`config.mk`:
```
export PLATFORM = sky130hd
export DESIGN_NAME = csll_core
export DESIGN_NICKNAME = d
export VERILOG_FILES = /design/src/core/csll_pkg.sv /design/src/core/csll_core.sv
export SDC_FILE = /design/constraint.sdc
export NUM_CORES = 1
export LEC_CHECK = 0
export BUFFER_PORTS_ARGS = -buffer_cell sky130_fd_sc_hd__buf_4
export CORE_UTILIZATION = 40
export DETAILED_ROUTE_END_ITERATION = 7
export SYNTH_ARGS = -nofsm -noshare
export SYNTH_HDL_FRONTEND = slang
export SYNTH_SLANG_ARGS = --single-unit
```
`constraint.sdc`:
```
create_clock -name clk -period 4 [get_ports clk]
set_input_delay 0.2 -clock clk [delete_from_list [all_inputs] [get_ports clk]]
set_output_delay 0.2 -clock clk [all_outputs]
set_load 0.1 [all_outputs]
```
`src/core/csll_pkg.sv`:
```
`default_nettype none
package csll_pkg;
   // register byte addresses
   localparam logic [15:0] ADDR_DBC = 16'hfe09;
   localparam logic [15:0] ADDR_PGINC = 16'hfe0e;
   localparam logic [15:0] ADDR_FLAG = 16'hfe0f;
   localparam logic [15:0] ADDR_THR_A = 16'hfe1a;
   localparam logic [15:0] ADDR_THR_B = 16'hfe1b;
   localparam logic [15:0] ADDR_RAMP_A = 16'hfe2a;
   localparam logic [15:0] ADDR_RAMP_B = 16'hfe2b;
   localparam logic [15:0] ADDR_SSC = 16'hfe68;
   localparam logic [15:0] ADDR_SHED_A = 16'hfe69;
   localparam logic [15:0] ADDR_SHED_B = 16'hfe6a;
   localparam logic [15:0] ADDR_SEQ_A = 16'hfe79;
   localparam logic [15:0] ADDR_SEQ_B = 16'hfe7a;
   localparam logic [15:0] ADDR_SEQ_C = 16'hfe7b;
   localparam logic [15:0] ADDR_RST = 16'hfe88;
   localparam logic [15:0] ADDR_STAT_A = 16'hfec0;
   localparam logic [15:0] ADDR_STAT_B = 16'hfec1;
   // field positions
   localparam int FLAG_EN_BIT = 3;
   localparam int FLAG_SEL_BIT = 4;
   localparam int FLAG_INV_BIT = 5;
   localparam int STAT_ON_BIT = 0;
   localparam int STAT_LL_BIT = 1;
   localparam int STAT_RAMP_BIT = 2;
   localparam int STAT_PG_BIT = 6;
   localparam int STAT_PIN_BIT = 7;
   localparam int SEQ_OFF_LSB = 2;
   localparam int SEQ_SRC_LSB = 4;
   localparam int SEQ_SW_EN_BIT = 6;
   localparam int SEQC_FOLLOW_BIT = 4;
   localparam int RST_DLY_LSB = 2;
   localparam int SS_RATE_LSB = 4;
   localparam int DBC_FIELD_W = 2;
   localparam int PGINC_SENSE_BIT = 0;
   localparam int PGINC_OTW_BIT = 1;
   localparam logic [7:0] REG_RESET = 8'h00;
   // light-load comparison
   localparam int THR_STEP_SHIFT = 6;
   localparam logic [12:0] LL_HYST = 13'h060;
   // enable source selection
   localparam logic [1:0] SRC_PIN = 2'h0;
   localparam logic [1:0] SRC_SW = 2'h1;
   localparam logic [1:0] SRC_AND = 2'h2;
   // timing
   localparam int CLK_NS = 8;
   localparam int NS_PER_MS = 1000000;
   localparam int SEQ_DLY_MS [4] = '{0, 50, 250, 1000};
   localparam int DBC_MS [4] = '{0, 200, 320, 600};
   localparam int RST_DLY_MS [4] = '{0, 500, 1000, 2000};
   localparam int RAMP_NS_PER_V [4] = '{1750000, 10500000, 21000000,
                                        40200000};
   localparam int REF_LSB_PER_V = 2560;
   localparam int SS_STEP_NS = 40;
   localparam int DLY_W = 11;

   typedef enum logic [2:0] {
      SQ_OFF,
      SQ_ON_WAIT,
      SQ_RAMP,
      SQ_ON,
      SQ_OFF_WAIT,
      SQ_RESTART
   } csll_seq_t;

   typedef struct packed {
      logic crc;
      logic psu;
      logic uv;
      logic ramp_filter;
      logic input_sense;
      logic otw;
   } csll_fault_t;

   typedef struct packed {
      logic [15:0] addr;
      logic [7:0] wdata;
      logic wr;
      logic rd;
   } csll_bus_t;
endpackage
`default_nettype wire

```
`src/core/csll_core.sv`:
```
// Local design decision: the address-and-strobe port.
`default_nettype none
module csll_core
   import csll_pkg::*;
#(
   parameter int CYC_PER_MS = NS_PER_MS / CLK_NS,
   parameter int EDGE_W = 16,
   parameter int EDGE_LSB_PS = 625
)(
   input wire logic clk,
   input wire logic rst_n,
   input wire csll_bus_t bus,
   output logic [7:0] rdata,
   input wire logic supply_on_a,
   input wire logic supply_on_b,
   input wire logic [11:0] current_reading_a,
   input wire logic [11:0] current_reading_b,
   input wire logic current_upd_a,
   input wire logic current_upd_b,
   input wire logic [11:0] ref_target_a,
   input wire logic [11:0] ref_target_b,
   input wire csll_fault_t fault_a,
   input wire csll_fault_t fault_b,
   input wire logic sw_cycle,
   input wire logic [EDGE_W-1:0] rise_1,
   input wire logic [EDGE_W-1:0] fall_1,
   input wire logic [EDGE_W-1:0] rise_2,
   input wire logic [EDGE_W-1:0] fall_2,
   input wire logic [1:0] fall_pos_mod,
   output logic low_load_flag_a,
   output logic low_load_flag_b,
   output logic [7:0] pwm_shed_a,
   output logic [7:0] pwm_shed_b,
   output logic light_coeff_a,
   output logic light_coeff_b,
   output logic [2:0] channel_on,
   output logic [11:0] ref_a,
   output logic [11:0] ref_b,
   output logic [EDGE_W-1:0] odd_output_variation,
   output logic [EDGE_W-1:0] even_output_variation,
   output logic [EDGE_W-1:0] fall_1_adj,
   output logic [EDGE_W-1:0] fall_2_adj,
   input wire logic power_ok_a_in,
   output logic power_ok_a_out,
   output logic power_ok_a_oe,
   input wire logic power_ok_b_in,
   output logic power_ok_b_out,
   output logic power_ok_b_oe,
   output logic flag_sync_out_pin_out,
   output logic flag_sync_out_pin_oe
);
   localparam int MS_W = $clog2(CYC_PER_MS + 1);
   localparam int RAMP_CYC [4] = '{
      RAMP_NS_PER_V[0] / (REF_LSB_PER_V * CLK_NS),
      RAMP_NS_PER_V[1] / (REF_LSB_PER_V * CLK_NS),
      RAMP_NS_PER_V[2] / (REF_LSB_PER_V * CLK_NS),
      RAMP_NS_PER_V[3] / (REF_LSB_PER_V * CLK_NS)};
   localparam int SS_STEP = (SS_STEP_NS * 1000) / EDGE_LSB_PS;

   if (CYC_PER_MS < 2 || EDGE_W < 8 || SS_STEP < 1) begin : g_bad_param
      $error("csll_core: unsupported parameter value");
   end

   logic [7:0] dbc_cfg, pginc_cfg, flag_cfg, ssc_cfg, rst_cfg;
   logic [7:0] thr_cfg [2];
   logic [7:0] ramp_cfg [2];
   logic [7:0] shed_cfg [2];
   logic [7:0] seq_cfg [3];
   logic [1:0] rst_cmd;
   logic [MS_W-1:0] ms_cnt;
   logic ms_tick;
   logic [1:0] pin_meta, pin_sync, pok_meta, pok_sync;
   logic [2:0] en, restart, ramp_done;
   csll_seq_t st [3];
   logic [11:0] cur [2];
   logic [1:0] cur_upd, ll, pg_fault, raw_fault;
   logic [11:0] tgt [2];
   logic [11:0] refv [2];
   csll_fault_t flt [2];
   logic [7:0] stat [2];
   logic [EDGE_W-1:0] off_odd, off_even;
   logic [2:0] ss_cnt;

   assign cur[0] = current_reading_a;
   assign cur[1] = current_reading_b;
   assign cur_upd = {current_upd_b, current_upd_a};
   assign tgt[0] = ref_target_a;
   assign tgt[1] = ref_target_b;
   assign flt[0] = fault_a;
   assign flt[1] = fault_b;

   // register writes; restart bits are one-cycle commands
   always_ff @(posedge clk) begin
      if (!rst_n) begin
         dbc_cfg <= REG_RESET;
         pginc_cfg <= REG_RESET;
         flag_cfg <= REG_RESET;
         ssc_cfg <= REG_RESET;
         rst_cfg <= REG_RESET;
         thr_cfg <= '{REG_RESET, REG_RESET};
         ramp_cfg <= '{REG_RESET, REG_RESET};
         shed_cfg <= '{REG_RESET, REG_RESET};
         seq_cfg <= '{REG_RESET, REG_RESET, REG_RESET};
         rst_cmd <= 2'h0;
      end else begin
         rst_cmd <= 2'h0;
         if (bus.wr) begin
            case (bus.addr)
               ADDR_DBC: dbc_cfg <= bus.wdata;
               ADDR_PGINC: pginc_cfg <= bus.wdata;
               ADDR_FLAG: flag_cfg <= bus.wdata;
               ADDR_THR_A: thr_cfg[0] <= bus.wdata;
               ADDR_THR_B: thr_cfg[1] <= bus.wdata;
               ADDR_RAMP_A: ramp_cfg[0] <= bus.wdata;
               ADDR_RAMP_B: ramp_cfg[1] <= bus.wdata;
               ADDR_SSC: ssc_cfg <= bus.wdata;
               ADDR_SHED_A: shed_cfg[0] <= bus.wdata;
               ADDR_SHED_B: shed_cfg[1] <= bus.wdata;
               ADDR_SEQ_A: seq_cfg[0] <= bus.wdata;
               ADDR_SEQ_B: seq_cfg[1] <= bus.wdata;
               ADDR_SEQ_C: seq_cfg[2] <= bus.wdata;
               ADDR_RST: begin
                  rst_cfg <= {4'h0, bus.wdata[3:2], 2'h0};
                  rst_cmd <= bus.wdata[1:0];
               end
               default: ;
            endcase
         end
      end
   end

   // read data stands in the cycle after the strobe only
   always_ff @(posedge clk) begin
      if (!rst_n) begin
         rdata <= 8'h00;
      end else begin
         rdata <= 8'h00;
         if (bus.rd) begin
            case (bus.addr)
               ADDR_DBC: rdata <= dbc_cfg;
               ADDR_PGINC: rdata <= pginc_cfg;
               ADDR_FLAG: rdata <= flag_cfg;
               ADDR_THR_A: rdata <= thr_cfg[0];
               ADDR_THR_B: rdata <= thr_cfg[1];
               ADDR_RAMP_A: rdata <= ramp_cfg[0];
               ADDR_RAMP_B: rdata <= ramp_cfg[1];
               ADDR_SSC: rdata <= ssc_cfg;
               ADDR_SHED_A: rdata <= shed_cfg[0];
               ADDR_SHED_B: rdata <= shed_cfg[1];
               ADDR_SEQ_A: rdata <= seq_cfg[0];
               ADDR_SEQ_B: rdata <= seq_cfg[1];
               ADDR_SEQ_C: rdata <= seq_cfg[2];
               ADDR_RST: rdata <= rst_cfg;
               ADDR_STAT_A: rdata <= stat[0];
               ADDR_STAT_B: rdata <= stat[1];
               default: rdata <= 8'h00;
            endcase
         end
      end
   end

   // millisecond tick paces every delay and debounce
   always_ff @(posedge clk) begin
      if (!rst_n) begin
         ms_cnt <= '0;
      end else if (ms_tick) begin
         ms_cnt <= '0;
      end else begin
         ms_cnt <= ms_cnt + 1'b1;
      end
   end
   assign ms_tick = (ms_cnt == MS_W'(CYC_PER_MS - 1));

   always_ff @(posedge clk) begin
      if (!rst_n) begin
         pin_meta <= 2'h0;
         pin_sync <= 2'h0;
         pok_meta <= 2'h0;
         pok_sync <= 2'h0;
      end else begin
         pin_meta <= {supply_on_b, supply_on_a};
         pin_sync <= pin_meta;
         pok_meta <= {power_ok_b_in, power_ok_a_in};
         pok_sync <= pok_meta;
      end
   end

   for (genvar i = 0; i < 2; i++) begin : g_reg
      logic [12:0] enter_lvl, exit_lvl;
      logic [1:0] src;
      logic sw_en;
      logic [DLY_W-1:0] dcnt;
      logic [DLY_W-1:0] dbc_time;
      logic [11:0] rcnt;

      assign enter_lvl = {3'h0, thr_cfg[i][3:0], 6'h00};
      assign exit_lvl = enter_lvl + LL_HYST;
      assign src = seq_cfg[i][SEQ_SRC_LSB +: 2];
      assign sw_en = seq_cfg[i][SEQ_SW_EN_BIT];

      always_comb begin
         case (src)
            SRC_PIN: en[i] = pin_sync[i];
            SRC_SW: en[i] = sw_en;
            SRC_AND: en[i] = pin_sync[i] & sw_en;
            default: en[i] = pin_sync[i] | sw_en;
         endcase
      end
      assign restart[i] = rst_cmd[i];

      // low-load mode, evaluated on each reading update
      always_ff @(posedge clk) begin
         if (!rst_n) begin
            ll[i] <= 1'b0;
         end else if (thr_cfg[i][3:0] == 4'h0) begin
            ll[i] <= 1'b0;
         end else if (cur_upd[i]) begin
            if (!ll[i] && {1'b0, cur[i]} < enter_lvl) begin
               ll[i] <= 1'b1;
            end else if (ll[i] && {1'b0, cur[i]} > exit_lvl) begin
               ll[i] <= 1'b0;
            end
         end
      end

      // overvoltage/overcurrent only reach here through psu
      assign raw_fault[i] = flt[i].crc | flt[i].psu | flt[i].uv |
         flt[i].ramp_filter |
         (pginc_cfg[2*i+PGINC_SENSE_BIT] & flt[i].input_sense) |
         (pginc_cfg[2*i+PGINC_OTW_BIT] & flt[i].otw);

      // set and release times from separate fields
      assign dbc_time = raw_fault[i] ?
         DLY_W'(DBC_MS[dbc_cfg[4*i +: DBC_FIELD_W]]) :
         DLY_W'(DBC_MS[dbc_cfg[4*i+DBC_FIELD_W +: DBC_FIELD_W]]);

      always_ff @(posedge clk) begin
         if (!rst_n) begin
            pg_fault[i] <= 1'b1;
            dcnt <= '0;
         end else if (raw_fault[i] == pg_fault[i]) begin
            dcnt <= '0;
         end else if (dcnt >= dbc_time) begin
            pg_fault[i] <= raw_fault[i];
            dcnt <= '0;
         end else if (ms_tick) begin
            dcnt <= dcnt + 1'b1;
         end
      end

      // reference ramp from zero to target
      always_ff @(posedge clk) begin
         if (!rst_n) begin
            refv[i] <= 12'h000;
            rcnt <= 12'h000;
         end else if (st[i] == SQ_RAMP) begin
            if (rcnt >= 12'(RAMP_CYC[ramp_cfg[i][1:0]] - 1)) begin
               rcnt <= 12'h000;
               if (refv[i] < tgt[i]) begin
                  refv[i] <= refv[i] + 1'b1;
               end
            end else begin
               rcnt <= rcnt + 1'b1;
            end
         end else if (st[i] == SQ_ON || st[i] == SQ_OFF_WAIT) begin
            refv[i] <= tgt[i];
            rcnt <= 12'h000;
         end else begin
            refv[i] <= 12'h000;
            rcnt <= 12'h000;
         end
      end
      assign ramp_done[i] = (refv[i] >= tgt[i]);

      always_comb begin
         stat[i] = 8'h00;
         stat[i][STAT_ON_BIT] = channel_on[i];
         stat[i][STAT_LL_BIT] = ll[i];
         stat[i][STAT_RAMP_BIT] = (st[i] == SQ_RAMP);
         stat[i][STAT_PG_BIT] = pg_fault[i];
         stat[i][STAT_PIN_BIT] = pok_sync[i];
      end

   end

   assign restart[2] = 1'b0;
   assign en[2] = seq_cfg[2][SEQC_FOLLOW_BIT] ? (en[0] | en[1])
                                               : 1'b1;

   // sequencing state per channel, delays counted in milliseconds
   for (genvar k = 0; k < 3; k++) begin : g_seq
      logic [DLY_W-1:0] cnt;
      logic [DLY_W-1:0] don, doff, drst;

      assign don = DLY_W'(SEQ_DLY_MS[seq_cfg[k][1:0]]);
      assign doff = DLY_W'(SEQ_DLY_MS[seq_cfg[k][SEQ_OFF_LSB +: 2]]);
      assign drst = DLY_W'(RST_DLY_MS[rst_cfg[RST_DLY_LSB +: 2]]);

      always_ff @(posedge clk) begin
         if (!rst_n) begin
            st[k] <= SQ_OFF;
            cnt <= '0;
         end else begin
            if (ms_tick && cnt != '0) begin
               cnt <= cnt - 1'b1;
            end
            case (st[k])
               SQ_OFF: begin
                  if (en[k]) begin
                     st[k] <= SQ_ON_WAIT;
                     cnt <= don;
                  end
               end
               SQ_ON_WAIT: begin
                  if (!en[k]) begin
                     st[k] <= SQ_OFF;
                  end else if (cnt == '0) begin
                     st[k] <= SQ_RAMP;
                  end
               end
               SQ_RAMP, SQ_ON: begin
                  if (restart[k]) begin
                     st[k] <= SQ_RESTART;
                     cnt <= drst;
                  end else if (!en[k]) begin
                     st[k] <= SQ_OFF_WAIT;
                     cnt <= doff;
                  end else if (ramp_done[k]) begin
                     st[k] <= SQ_ON;
                  end
               end
               SQ_OFF_WAIT: begin
                  if (restart[k]) begin
                     st[k] <= SQ_RESTART;
                     cnt <= drst;
                  end else if (en[k]) begin
                     st[k] <= SQ_ON;
                  end else if (cnt == '0) begin
                     st[k] <= SQ_OFF;
                  end
               end
               SQ_RESTART: begin
                  if (!en[k]) begin
                     st[k] <= SQ_OFF;
                  end else if (cnt == '0) begin
                     st[k] <= SQ_RAMP;
                  end
               end
               default: st[k] <= SQ_OFF;
            endcase
         end
      end
      assign channel_on[k] = (st[k] == SQ_RAMP) || (st[k] == SQ_ON) ||
                             (st[k] == SQ_OFF_WAIT);
   end

   // fixed-duty soft start: offsets shrink to zero
   always_ff @(posedge clk) begin
      if (!rst_n) begin
         odd_output_variation <= '0;
         even_output_variation <= '0;
      end else begin
         odd_output_variation <= (fall_1 > rise_1) ? fall_1 - rise_1
                                 : rise_1 - fall_1;
         even_output_variation <= (fall_2 > rise_2) ? fall_2 - rise_2
                                  : rise_2 - fall_2;
      end
   end

   always_ff @(posedge clk) begin
      if (!rst_n) begin
         off_odd <= '0;
         off_even <= '0;
         ss_cnt <= 3'h0;
      end else if (st[2] != SQ_RAMP) begin
         off_odd <= (st[2] == SQ_OFF || st[2] == SQ_ON_WAIT) ?
                    odd_output_variation : '0;
         off_even <= (st[2] == SQ_OFF || st[2] == SQ_ON_WAIT) ?
                     even_output_variation : '0;
         ss_cnt <= 3'h0;
      end else if (sw_cycle) begin
         if (ss_cnt >= 3'((1 << ssc_cfg[SS_RATE_LSB +: 2]) - 1)) begin
            ss_cnt <= 3'h0;
            off_odd <= (off_odd > EDGE_W'(SS_STEP)) ?
                       off_odd - EDGE_W'(SS_STEP) : '0;
            off_even <= (off_even > EDGE_W'(SS_STEP)) ?
                        off_even - EDGE_W'(SS_STEP) : '0;
         end else begin
            ss_cnt <= ss_cnt + 1'b1;
         end
      end
   end
   assign ramp_done[2] = (off_odd == '0) && (off_even == '0);

   always_ff @(posedge clk) begin
      if (!rst_n) begin
         fall_1_adj <= '0;
         fall_2_adj <= '0;
      end else begin
         fall_1_adj <= fall_pos_mod[0] ? fall_1 + off_odd
                       : fall_1 - off_odd;
         fall_2_adj <= fall_pos_mod[1] ? fall_2 + off_even
                       : fall_2 - off_even;
      end
   end

   // outputs from the per-channel arrays
   always_ff @(posedge clk) begin
      if (!rst_n) begin
         pwm_shed_a <= 8'h00;
         pwm_shed_b <= 8'h00;
         light_coeff_a <= 1'b0;
         light_coeff_b <= 1'b0;
         flag_sync_out_pin_out <= 1'b0;
         flag_sync_out_pin_oe <= 1'b0;
      end else begin
         pwm_shed_a <= next_shed(ll[0], shed_cfg[0]);
         pwm_shed_b <= next_shed(ll[1], shed_cfg[1]);
         light_coeff_a <= ll[0];
         light_coeff_b <= ll[1];
         flag_sync_out_pin_out <= (flag_cfg[FLAG_SEL_BIT] ? ll[1] : ll[0])
                                  ^ flag_cfg[FLAG_INV_BIT];
         flag_sync_out_pin_oe <= flag_cfg[FLAG_EN_BIT];
      end
   end

   function automatic logic [7:0] next_shed(input logic f,
                                            input logic [7:0] m);
      next_shed = f ? m : 8'h00;
   endfunction

   assign low_load_flag_a = ll[0];
   assign low_load_flag_b = ll[1];
   assign ref_a = refv[0];
   assign ref_b = refv[1];
   assign power_ok_a_out = 1'b0;
   assign power_ok_b_out = 1'b0;
   assign power_ok_a_oe = !pg_fault[0];
   assign power_ok_b_oe = !pg_fault[1];
endmodule
`default_nettype wire

```
## Word level (Yosys, flattened, before mapping)

Memories as Yosys holds them, arrays and structs flattened.
Cells that the tools add are included.

- Flip-flop bits (word level): 343
- Memory bits (writable): 33
- Bits of input ports: 161
- Output and inout port bits: 125
- Logic and storage cells: 579
- Memories kept: 2

- Add/subtract/negate cells: 26
- Magnitude comparators: 30
- Equality and inequality tests: 39
- Shifts and indexed selects: 1
- Multiplexer cells: 281
- Bitwise gates (word level): 78
- Reductions and logical operators: 77

Memory list:

| memory | depth | width | read ports | clocked after memory_dff | write ports | line | text |
|---|---|---|---|---|---|---|---|
| refv | 2 | 12 | 2 | 0 | 2 | csll_core.sv:78 | `logic [11:0] refv [2];` |
| st | 3 | 3 | 3 | 0 | 3 | csll_core.sv:74 | `csll_seq_t st [3];` |

Operators by type and width:

| kind | number |
|---|---|
| binary-select mux 32 bit (select 2 bit) | 13 |
| two-way mux 11 bit | 37 |
| == test 16 bit (second input constant) | 16 |
| two-way mux 16 bit | 14 |
| two-way mux 1 bit | 166 |
| one-hot mux 8 bit (16 select lines) | 1 |
| two-way mux 12 bit | 10 |
| two-way mux 3 bit | 35 |
| subtractor 16 bit | 6 |
| one-hot mux 11 bit (3 select lines) | 2 |
| OR 1 bit | 53 |
| adder 12 x 1 -> 12 bit (second input constant) | 4 |
| greater-or-equal comparator 12 bit | 4 |
| AND reduction 2 bit | 22 |
| greater-or-equal comparator 3 bit (second input constant) | 13 |
| inverter 2 -> 3 bit | 13 |
| zero test 11 bit | 3 |
| nonzero test 11 bit | 3 |
| subtractor 11 x 1 -> 11 bit (second input constant) | 3 |
| adder 16 bit | 2 |
| greater-than comparator 16 bit | 2 |
| greater-than comparator 16 x 7 -> 1 bit (second input constant) | 2 |
| zero test 16 bit | 2 |
| subtractor 16 x 7 -> 16 bit (second input constant) | 2 |
| 36 further kinds | 104 |

## Longest topological paths before layout

- Depth in word-level cells: 18
- Mapped depth: 16
- Gate-level depth less buffers: 16

## Worst setup path after synthesis

No wires, ideal clock.

- Path kind: reg-to-reg
- From: memory refv[1][1]
- To: memory refv[1][0], enable pin
- Setup time: 350 ps
- Arrival: 3141 ps
- Data required time: 3650 ps
- Path slack: 508 ps
- Stages on the path, launching flop included: 12
- Buffers on the path: 1
- Clock period less this slack: 3492 ps
- Cells stage by stage: edfxtp_1 ha_1 nor2b_1 o21a_1 o21a_1 o21ai_0 a21oi_1 a2111oi_0 and2_1 a31oi_1 clkbuf_1 nand2_1

RTL lines:

| item | line |
|---|---|
| start, declared | csll_core.sv:78 |

## Worst setup path in the final report

- From: register off_even[0]
- To: register fall_2_adj[14]

- Cells in the longest elaborated chain, start to end: 2
- Elaborated cells on any way between the ends: 3
- Those cells by class: add/sub (2); mux (1)

RTL lines:

| item | line | text |
|---|---|---|
| start, declared | csll_core.sv:81 | `logic [EDGE_W-1:0] off_odd, off_even;` |
| start signal, assigned | csll_core.sv:378 | `off_even <= (st[2] == SQ_OFF \|\| st[2] == SQ_ON_WAIT) ?` |
| start signal, assigned | csll_core.sv:386 | `off_even <= (off_even > EDGE_W'(SS_STEP)) ?` |
| subtractor 16 bit / adder 16 bit (equally long branches) | csll_core.sv:403, csll_core.sv:402 |  |
| two-way mux 16 bit (*) | csll_core.sv:402 | `fall_2_adj <= fall_pos_mod[1] ? fall_2 + off_even` |
| end signal, assigned | csll_core.sv:402 |  |
| end, declared | csll_core.sv:42 | `output logic [EDGE_W-1:0] fall_2_adj,` |

Mark *: on every way between the ends. The rest lies on a longest branch, timed or not.
A chain may end at the register's enable or synchronous reset.

==> metrics.cfg <==
[outcome]
outcome=finished, final reports clean

[final_layout]
nFillCells=5682
multi_input_area_um2=14800
synthToLayoutAreaGrowth_pct=20.1
final_nets=3615
drive_gt1_share_pct=13.2
final_util_pct=48.5
regArea_um2=7860
antenna_cells=0

[cts]
clock_sinks=376
htree_num_levels=2
clock_latency_ns=0.60
post_cts_buffers=0
clock-root-buffer=clkbuf_16
cts_tree=yes
cts_made_buffers=45
clk_pin_slew_ns=0.06
clk_path_buf_depth=3

[sta]
period_share_pct=90.4
worst_pin_slew_ns=1.30
rsz0062_at_grt=false
maxSlewHeadroom_pct=13.1
finalClockSkew_ns=0.0462
setup_ws_ns=0.385
finalMaxSlewViolations=0
period_needed_ns=3.61
max_clock_freq_ghz=0.277
hold_violations=0
setup_violations=0
tns_ns=0

[drt]
drt-total-wl_um=71300
vias=22270
wl_per_cell_um=17.6
first_pass_iters=8
drt_iter0_drc=1603
via_per_inst=5.51
drc=0
ant_nets=0

[synthesis]
synthTopCellsByCount=dfxtp_1, nor2_1, nand2_1
synth_compound_area_share_pct=17.8
yosysMostFrequentCell=dfxtp_1
synth.largest_area_cell=dfxtp_1
synth.avg_cell_area_um2=8.06
yosys.area.top_type_share_pct=28.8
synth.area.top_cells=dfxtp_1, ha_1, nor2_1
ys_ff_latch=376
ys_warn_count=0
yosysSeqAreaShare_pct=33.0
yosysUniqueCellTypes=95
synth_top_family_by_area=simple AND/OR/NAND/NOR gates
async_flop_share_pct=0
syn_inst=2956
synthSimpleGateAreaFrac_pct=22.4
synthXorXnorAreaFrac_pct=7.13
synth_fa_ha_area_share_pct=11.9
yosys-mux-area-fraction_pct=2.69
synth-edff-count=33
syn-cell-area_um2=23800
yosys_most_used_dff=dfxtp_1

[power_and_ir_drop]
irDropWorstVdd_mv=0.548
p_per_area_nw_per_um2=540
power_frac_clock_pct=27.2
switching_share_pct=43.4
p_seq_share_pct=30.4
leakage_nw=12.2
pwr-share-comb_pct=42.4
p_int_mw=8.74
p_sw_mw=6.71

[critical_path]
critPathRequiredTime_ns=4.42
crit_type=reg2reg
crit_arrival_ns=4.04
end_kind=register
cp_max_fo=5
startpoint_type=register

[die]
start_util_pct=40.4
die_w_um=246
rows=89
core-area_um2=58900
io_pins=286
die_h_um=246
die_area_um2=60500

[global_route]
grt_max_degree=103
antenna_found_initial=0
grt_pass1_vias=21582
grtUsageMet1_pct=29.3
overflow=0
use_met2_pct=38.7
grt_usage_pct=22.7
grt_use_met3_pct=3.14
grt-busiest-layer=met2
grt_pass1_wl_um=112000

[placed_design]
port_buffers=283
place_congestion=0.917
hpwlAfterDp_um=52900
post-place-ws_ns=0.508

[min_path]
worst_hold_path_type=in2reg

[flow_run]
drv_cap=0

## registers in the layout (all words and copies together) (netlist names), 9 cells and up
name and count:
g_seq.cnt 33, g.rcnt 24, refv 24, g.dcnt 22, seq_cfg 18, ms_cnt 17, even_output_variation 16, fall_1_adj 16
fall_2_adj 16, odd_output_variation 16, off_even 16, off_odd 16, ramp_cfg 16, shed_cfg 16, st 9
## power groups by stage
stage	Combinational (mW)	Sequential (mW)	Clock, mW
final	6.55	4.70	4.20
after floorplan	3.29	6.35	0
after global placement	6.37	4.77	0
after detailed placement	6.47	4.78	0
after CTS	6.54	4.70	4.30
after global routing	7.10	4.75	4.45
## area by class of cell
class                      instances  area share (%)
clock buffer                      60            4.34
inverter                         178            2.35
multi-input combinational       2270            51.6
clock inverter                    24           0.945
sequential                       376            27.5
timing repair buffer             360            9.85
tap                              773            3.38
## placed cells by master (no fill, tap or decap), types with 9 or more instances in the layout
master         instances
nor2b_1               24
clkbuf_16             45
clkinv_2              14
mux2i_1               49
a22oi_1               33
xor2_1               110
mux2_2                11
xnor2_1               82
ha_1                 217
a221oi_1              17
nor3_1                58
nor4_1                13
o211ai_1              14
nor2_1               340
and3_1                54
o21bai_1               9
a31oi_1               33
dlygate4sd3_1         46
a21o_1                41
o21a_1                31
and2_1                36
nand3_1              155
a222oi_1               9
nand2_1              288
o21ai_0              141
nand4_1               26
a211oi_1              14
dfxtp_1              343
a21oi_1              232
nor3b_1               13
clkbuf_1               9
inv_1                177
or3_1                 15
o31ai_1               12
buf_4                314
edfxtp_1              33
nand3b_1              12
nand2b_1              35
## critical path, stage by stage, from the launching register on
cell and delay, ns:
dfxtp_1 0.36, inv_1 0.08, ha_1 0.18, nand2_1 0.06
nor3_1 0.32, nor2_1 0.10, xnor2_1 0.14, ha_1 0.33
a2111oi_0 0.50, o21ai_0 0.30, a31oi_1 0.24, o21bai_1 0.15
a211o_1 0.29, a21oi_1 0.17, xor2_1 0.18, nor2_1 0.05
## metrics by stage
step | std cells | power [mW] | hold slack [ns] | instance area, um2
after floorplan | 2958 | 9.64 | 0.310 | 23800
after global placement | 3911 | 11.1 | 0.414 | 26600
after detailed placement | 3911 | 11.2 | 0.414 | 26600
after CTS | 4041 | 15.5 | 0.0327 | 28600
after global routing | 4041 | 16.3 | 0.0520 | 28600
final | 4041 | 15.5 | 0.0584 | 28600
## per-layer routing
layer	routed length [um]	vias to the layer above
met5	0	-
met4	1990	0
met3	3990	129
met2	33800	698
met1	31500	10548
li1	-	10895
## path summary, 6_finish.rpt
path / startpoint / endpoint / slack (ns) / depth (start not counted)
setup reg to reg: off_even[0] / fall_2_adj[14] / 0.39 / 15
hold reg to reg: pin_meta[1] / pin_sync[1] / 0.43 / 1
setup / recovery: off_even[0] / fall_2_adj[14] / 0.39 / 15
hold / removal: rise_1[0] / odd_output_variation[0] / 0.06 / 4
## cell families (layout without fill, tap and decap cells)
kind of cell / after synthesis / in the layout
and+or+nand+nor: 1117 / 1117
AOI/OAI and AO/OA: 671 / 671
DFF: 376 / 376
buffers and inverters: 312 / 622
adders and majority gates: 223 / 223
xor gates and xnor gates: 193 / 193
muxes: 62 / 62
other: 2 / 4
## repair_timing
action                     in CTS  in global routing
setup endpoints to repair       0                  1
hold buffers                   46                  0
gates resized for setup         0                  1
hold endpoints to repair      134                  0
No activity file was read; power rests on OpenSTA's default activity.
